File: src/hw/eei_pkg.sv
package eei_pkg;

  // position sensor kinds
  typedef enum logic [2:0] {
    EEI_SENS_RESOLVER = 3'h0,
    EEI_SENS_SINCOS   = 3'h1,
    EEI_SENS_HIRES    = 3'h2,
    EEI_SENS_SQUARE   = 3'h3,
    EEI_SENS_DIGITAL  = 3'h4
  } eei_sensor_type;

  // input decode modes
  typedef enum logic {
    EEI_IN_QUAD    = 1'h0,
    EEI_IN_PULSDIR = 1'h1
  } eei_in_mode_type;

  // output generator states, gray along the usual path
  typedef enum logic [1:0] {
    EEI_ST_IDLE  = 2'h0,
    EEI_ST_TRACK = 2'h1,
    EEI_ST_COMP  = 2'h3,
    EEI_ST_OFF   = 2'h2
  } eei_state_type;

  localparam int POS_W = 16;   // sensor angle, one revolution = 2^16
  localparam int CNT_W = 32;

  localparam logic [11:0] RES_MIN = 12'h032;  // 50
  localparam logic [11:0] RES_MAX = 12'h400;  // 1024

  // sine period codes -> pulses per revolution
  localparam logic [11:0] PPR_16   = 12'h010;
  localparam logic [11:0] PPR_32   = 12'h020;
  localparam logic [11:0] PPR_128  = 12'h080;
  localparam logic [11:0] PPR_512  = 12'h200;
  localparam logic [11:0] PPR_1024 = 12'h400;
  localparam logic [11:0] PPR_2048 = 12'h800;

  // input frequency range and derived sample spacing
  localparam int    CLK_HZ      = 125000000;
  localparam int    FIN_MAX_HZ  = 200000;
  localparam int    FIN_MIN_HZ  = 250;
  localparam int    EDGE_MIN_CY = CLK_HZ / (FIN_MAX_HZ * 4);
  localparam int    TIMEOUT_CY  = (CLK_HZ + FIN_MIN_HZ - 1) / FIN_MIN_HZ;
  localparam int    TO_W        = 20;
  // min spacing between emitted output edges
  localparam logic [7:0] OUT_GAP = 8'(EDGE_MIN_CY);

  typedef struct packed {
    eei_sensor_type sensor;
    logic [11:0]    res_cfg;      // resolver resolution
    logic [2:0]     sine_code;    // sincos / hires period select
    logic [11:0]    sensor_ppr;   // square sensor native lines
    logic [POS_W-1:0] idx_offset;
  } eei_out_cfg_type;

  typedef struct packed {
    logic a;
    logic b;
    logic z;
    logic en;
  } eei_enc_out_type;

  typedef struct packed {
    logic a;
    logic b;
  } eei_enc_in_type;

endpackage : eei_pkg

File: src/hw/eei_top.sv
`timescale 1ns/1ns
// Operation
// - resolver: 50..1024 pulses per revolution configurable
// - resolver: one index per rev, offset shift
// - loop tracks position; reverse pulses cancel spikes
// - sincos: fixed resolution from periods, no index
// - hires incremental: 512 or 2048, index
// - square sensor: native resolution, index per rev
// - digital absolute sensor: no output
// - input decodes quadrature or pulse/direction
// - input handled down to 250 Hz
module eei_top
  import eei_pkg::*;
(
  // clock and reset
  input  wire logic                     ref_clk,
  input  wire logic                     rst_n,
  // configuration
  input  wire eei_pkg::eei_out_cfg_type out_cfg,
  input  wire eei_pkg::eei_in_mode_type in_mode,
  // motor position from sensor
  input  wire logic [eei_pkg::POS_W-1:0] motor_pos,
  // emulated encoder output
  output eei_pkg::eei_enc_out_type      enc_out,
  // encoder input
  input  wire eei_pkg::eei_enc_in_type  enc_in,
  output logic [eei_pkg::CNT_W-1:0]     in_count,
  output logic                          in_stalled
);
  import eei_pkg::*;

  // target pulses per revolution
  logic [11:0] ppr;
  logic        idx_en;
  logic        out_en;
  always_comb
  begin
    ppr    = RES_MIN;
    idx_en = 1'b1;
    out_en = 1'b1;
    case (out_cfg.sensor)
      EEI_SENS_RESOLVER:
      begin
        ppr = out_cfg.res_cfg;
        if (out_cfg.res_cfg < RES_MIN)
          ppr = RES_MIN;
        else if (out_cfg.res_cfg > RES_MAX)
          ppr = RES_MAX;
      end
      EEI_SENS_SINCOS:
      begin
        idx_en = 1'b0;
        case (out_cfg.sine_code)
          3'h0:    ppr = PPR_16;
          3'h1:    ppr = PPR_32;
          3'h2:    ppr = PPR_128;
          3'h3:    ppr = PPR_512;
          3'h4:    ppr = PPR_1024;
          default: ppr = PPR_2048;
        endcase
      end
      EEI_SENS_HIRES:
        ppr = out_cfg.sine_code[0] ? PPR_2048 : PPR_512;
      EEI_SENS_SQUARE:
        ppr = out_cfg.sensor_ppr;
      default:
      begin
        out_en = 1'b0;
        idx_en = 1'b0;
      end
    endcase
  end

  // target quarter-step count: angle * ppr * 4 / 2^16
  logic [POS_W-1:0] shifted_pos;
  logic [29:0]      prod;
  logic [13:0]      target;
  assign shifted_pos = motor_pos - out_cfg.idx_offset;
  assign prod        = 30'(shifted_pos) * 30'(ppr);
  assign target      = prod[29:14]  > 16'h3FFF ? 14'h3FFF : prod[27:14];

  // output loop state
  eei_state_type    st_reg, st_next;
  logic [13:0]      emit_reg, emit_next;    // emitted quarter steps mod 4*ppr
  logic [7:0]       gap_reg, gap_next;
  logic [1:0]       phase_reg, phase_next;
  logic             z_reg, z_next;
  logic             dir_reg, dir_next;
  logic             a_reg, a_next;
  logic             b_reg, b_next;
  logic [14:0]      span;
  logic signed [14:0] err;

  assign span = {1'b0, ppr, 2'b00};

  always_comb
  begin
    st_next    = st_reg;
    emit_next  = emit_reg;
    gap_next   = (gap_reg != 8'h00) ? gap_reg - 8'h01 : gap_reg;
    phase_next = phase_reg;
    z_next     = 1'b0;
    dir_next   = dir_reg;
    // shortest signed error around the revolution
    err = $signed({1'b0, target}) - $signed({1'b0, emit_reg});
    if (err > $signed(span >> 1))
      err = err - $signed(span);
    else if (err < -$signed(span >> 1))
      err = err + $signed(span);
    case (st_reg)
      EEI_ST_IDLE:
        st_next = out_en ? EEI_ST_TRACK : EEI_ST_OFF;
      EEI_ST_TRACK, EEI_ST_COMP:
      begin
        if (!out_en)
          st_next = EEI_ST_OFF;
        else if (err != 15'sh0 && gap_reg == 8'h00)
        begin
          // rate limited step toward target, reversing when overshot
          dir_next = (err < 15'sh0);
          st_next  = (err < 15'sh0) != dir_reg ? EEI_ST_COMP : EEI_ST_TRACK;
          gap_next = OUT_GAP;
          if (err > 15'sh0)
          begin
            phase_next = phase_reg + 2'h1;
            emit_next  = (15'(emit_reg) + 15'h1 >= span) ? 14'h0 : emit_reg + 14'h1;
          end
          else
          begin
            phase_next = phase_reg - 2'h1;
            emit_next  = (emit_reg == 14'h0) ? 14'(span - 15'h1) : emit_reg - 14'h1;
          end
          // index while passing position zero
          z_next = idx_en && (emit_next == 14'h0);
        end
      end
      EEI_ST_OFF:
        st_next = out_en ? EEI_ST_TRACK : EEI_ST_OFF;
      default:
        st_next = EEI_ST_IDLE;
    endcase
    // line levels registered so the xor cannot glitch onto the pins
    a_next = phase_next[1];
    b_next = phase_next[1] ^ phase_next[0];
  end

  always_ff @(posedge ref_clk)
  begin
    if (!rst_n)
    begin
      st_reg    <= EEI_ST_IDLE;
      emit_reg  <= 14'h0;
      gap_reg   <= 8'h00;
      phase_reg <= 2'h0;
      z_reg     <= 1'b0;
      dir_reg   <= 1'b0;
      a_reg     <= 1'b0;
      b_reg     <= 1'b0;
    end
    else
    begin
      st_reg    <= st_next;
      emit_reg  <= emit_next;
      gap_reg   <= gap_next;
      phase_reg <= phase_next;
      z_reg     <= z_next;
      dir_reg   <= dir_next;
      a_reg     <= a_next;
      b_reg     <= b_next;
    end
  end

  // gray phase sequence gives a quarter period offset
  assign enc_out = '{
    a:  a_reg,
    b:  b_reg,
    z:  z_reg,
    en: (st_reg == EEI_ST_TRACK) || (st_reg == EEI_ST_COMP)
  };

  // input decode; inputs taken synchronous, previous levels only
  logic             a_prev_reg, a_prev_next;
  logic             b_prev_reg, b_prev_next;
  logic [CNT_W-1:0] cnt_reg, cnt_next;
  logic [TO_W-1:0]  idle_reg, idle_next;
  logic             stall_reg, stall_next;
  logic             stepped;

  always_comb
  begin
    a_prev_next = enc_in.a;
    b_prev_next = enc_in.b;
    cnt_next    = cnt_reg;
    stepped     = 1'b0;
    if (in_mode == EEI_IN_PULSDIR)
    begin
      // a is pulse, b is direction
      if (enc_in.a && !a_prev_reg)
      begin
        stepped  = 1'b1;
        cnt_next = enc_in.b ? cnt_reg - 32'h1 : cnt_reg + 32'h1;
      end
    end
    else if ((enc_in.a ^ a_prev_reg) || (enc_in.b ^ b_prev_reg))
    begin
      stepped = 1'b1;
      // x4 decode: forward when new a differs from old b
      if (enc_in.a ^ b_prev_reg)
        cnt_next = cnt_reg + 32'h1;
      else
        cnt_next = cnt_reg - 32'h1;
    end
    // below minimum rate the input reads as stalled
    idle_next  = stepped ? '0 : (idle_reg == TO_W'(TIMEOUT_CY) ? idle_reg : idle_reg + TO_W'(1));
    stall_next = (idle_next == TO_W'(TIMEOUT_CY));
  end

  always_ff @(posedge ref_clk)
  begin
    if (!rst_n)
    begin
      a_prev_reg <= 1'b0;
      b_prev_reg <= 1'b0;
      cnt_reg    <= '0;
      // saturated so the input reads stalled until its first edge
      idle_reg   <= TO_W'(TIMEOUT_CY);
      stall_reg  <= 1'b1;
    end
    else
    begin
      a_prev_reg <= a_prev_next;
      b_prev_reg <= b_prev_next;
      cnt_reg    <= cnt_next;
      idle_reg   <= idle_next;
      stall_reg  <= stall_next;
    end
  end

  assign in_count   = cnt_reg;
  assign in_stalled = stall_reg;

endmodule : eei_top

File: config.mk
export PLATFORM = sky130hd
export DESIGN_NAME = eei_top
export DESIGN_NICKNAME = d
export VERILOG_FILES = /design/src/hw/eei_pkg.sv /design/src/hw/eei_top.sv
export SDC_FILE = /design/constraint.sdc
export NUM_CORES = 1
export LEC_CHECK = 0
export BUFFER_PORTS_ARGS = -buffer_cell sky130_fd_sc_hd__buf_2
export CAP_MARGIN = 20
export CORE_ASPECT_RATIO = 0.75
export CORE_UTILIZATION = 55
export DETAILED_ROUTE_END_ITERATION = 16
export GPL_TIMING_DRIVEN = 0
export HOLD_SLACK_MARGIN = 0.02
export PLACE_DENSITY = 0.8
export SYNTH_ARGS = -nofsm -noshare
export SYNTH_HDL_FRONTEND = slang
export SYNTH_SLANG_ARGS = --single-unit
export TNS_END_PERCENT = 10
File: constraint.sdc
create_clock -name ref_clk -period 22.5 [get_ports ref_clk]
set_input_delay 2.25 -clock ref_clk [delete_from_list [all_inputs] [get_ports ref_clk]]
set_output_delay 2.25 -clock ref_clk [all_outputs]
set_load 0.05 [all_outputs]
==> results_dict.tcl <==
set metrics [dict create \
    yosysWarnings 0 \
    period_share 0.6625 \
    yosysTopAreaCell "fa_1" \
    syn-cell-area_sq_mm 0.01457 \
    nNetsFinal 2376 \
    synth.ff_latch_count 82 \
    fin_util 0.6085 \
    grt_pass1_vias 13420 \
    holdBufCountCts 0 \
    grt_antenna_before_repair 2 \
    fin_crit_ps 14910 \
    grt_pass1_wl_mm 69.01 \
    die-area_sq_mm 0.02715 \
    synth-edff-count 0 \
    placedInstanceArea_sq_mm 0.01551 \
    largest_reg_flops 32 \
    cp_slowest_stage_delay_ps 960 \
    status "complete, but fails checks" \
    overflow 0 \
    multi_input_area_sq_mm 0.01158 \
    grt_max_degree 17 \
    cts_tree "done" \
    initial_core_util 0.5609 \
    track_usage 0.3198 \
    met1_usage 0.4568 \
    arrival_ps 15100 \
    ys.flop_type "dfxtp_1" \
    syn_inst 1894 \
    core_area_sq_mm 0.02597 \
    hold_viol_final 0 \
    clk_pin_slew_ps 70 \
    gp_congestion 0.9942 \
    hold_class "reg -> reg" \
    drtPass1Iterations 13 \
    dieWidth_um 189.9 \
    slew_headroom 0.2047 \
    drive_above_1_share 0.08052 \
    synthesis.nets 2263 \
    path_max_fanout 13 \
    cp-end-kind "flop" \
    htreeDepth 3 \
    ys_async_sr_fraction 0 \
    placed_cells 2340 \
    worst_slew_pin_slew_ps 1193 \
    nFillCells 2315 \
    grt_use_met3 0.08307 \
    cts_buffers 9 \
    drt_wl_total_mm 42.60 \
    portBuffers 102 \
    ioPinCount 104 \
    busiest_layer "met2" \
    syn2layout_area_growth_pct 8.495 \
    drc 2 \
    synth.avg_cell_area_sq_um 7.691 \
    ys_types 88 \
    violations "DRC" \
    cts_setup_buffers 0 \
    clock_latency_ps 340 \
    post_layout_nonfiller_instances 2356 \
    avgViaCountPerCell 6.042 \
    ctsResizeCount 0 \
    dp_hpwl_mm 34.50 \
    synth_top_area_frac 0.1965 \
    cts_sinks 82 \
    worstSetupPathType "in -> reg" \
    fmax_ghz 0.06709 \
    synth_area_leaders "fa_1 20%, ha_1 14%, dfxtp_1 11%" \
    cap_violations 0 \
    cts_buffer_depth 2 \
    dr_total_vias 14230 \
    final_antenna_net_count 0 \
    ys_seq_area_frac 0.1127 \
    rsz0062_at_grt "no" \
    start_kind "input pin" \
    grt_use_met2 0.4804 \
    crit_required_ps 22690 \
    drtIter0Drc 1559 \
    final_area_sq_mm 0.01580 \
    num_antenna_cells 0 \
    fin_skew_ps 12.16 \
    register_area_sq_mm 0.001642 \
    synth_common_cells "264 x inv_1, 202 x nand2_1, 168 x nor2_1" \
    cp_slowest_cell "a21oi_1" \
    yosysMostFrequentCell "inv_1" \
    drv_slew 0 \
    cts_root_buf "clkbuf_16" \
    wl_per_cell_um 18.08 \
    fin_tns_setup_ps 0 \
    finalSetupViolCount 0 \
    rows 51 \
    die_h_um 142.9 \
]
per-layer routing:
metal	up-vias	wire, um
li1	6579	-
met1	6760	18450
met2	812	18010
met3	83	5350
met4	0	799
met5	-	0
area by class of cell:
class,instances,area share
well taps,344,0.02723
multi-input cells,1467,0.7330
repair buffers,102,0.03230
inverters,273,0.06492
plain buffers,72,0.01987
flip-flops and latches,82,0.1039
clock buffers,10,0.01512
clock inverters,6,0.003642
stage by stage:
stage,hold WS [ps],setup WS [ps]
2_1_floorplan,471.3,9424
3_3_place_gp,469.1,7662
3_5_place_dp,489.0,7514
4_1_cts,496.9,7786
5_1_grt,539.7,6573
6_report,491.1,7594
critical path: cells and delay by family:
family                     cells  cell delay [ps]
buffers and inverters          8             1550
xor gates and xnor gates       2              600
AOI/OAI and AO/OA             19             5530
adders and majority gates      8             3320
and+or+nand+nor               10             1830
placed cells by master, fill, tap and decap left out, types with 13 or more instances in the layout:
master	instances
nand2b_1	23
a21o_1	29
nand3_1	49
nor4_1	13
o21a_1	16
a31oi_1	20
xor2_1	37
and2_1	30
inv_1	264
nor2_1	168
nand2_1	202
or3_1	37
dfxtp_1	82
o211ai_1	15
fa_1	143
xnor2_1	86
nor3_1	52
a21oi_1	106
nand4_1	27
and3_1	27
buf_2	107
ha_1	159
o21ai_0	81
clkbuf_1	58
final timing paths:
| kind | startpoint | end | slack, ps | cells past startpoint |
|---|---|---|---|---|
| worst max-delay path | out_cfg[37] | emit_reg[11]$_SDFFE_PN0P_ | 7590 | 47 |
| worst min-delay path | in_count[31]$_SDFFE_PN0P_ | in_count[31]$_SDFFE_PN0P_ | 490 | 2 |
| worst max register to register | emit_reg[2]$_SDFFE_PN0P_ | emit_reg[11]$_SDFFE_PN0P_ | 16230 | 22 |
| worst min register to register | in_count[31]$_SDFFE_PN0P_ | in_count[31]$_SDFFE_PN0P_ | 490 | 2 |
kinds of logic after synthesis:
group / Yosys count / synth area share
AO/OA/AOI/OAI: 364 / 0.1628
multiplexers: 6 / 0.004295
XOR/XNOR: 123 / 0.07396
buffers and inverters: 345 / 0.09199
flip-flops: 82 / 0.1127
adder cells (fa/ha/maj): 302 / 0.3331
AND/OR/NAND/NOR: 672 / 0.2212
Power is left out: the tool's default activity adds up to more than one toggle a clock period on the data nets, which glitch-free logic cannot reach.
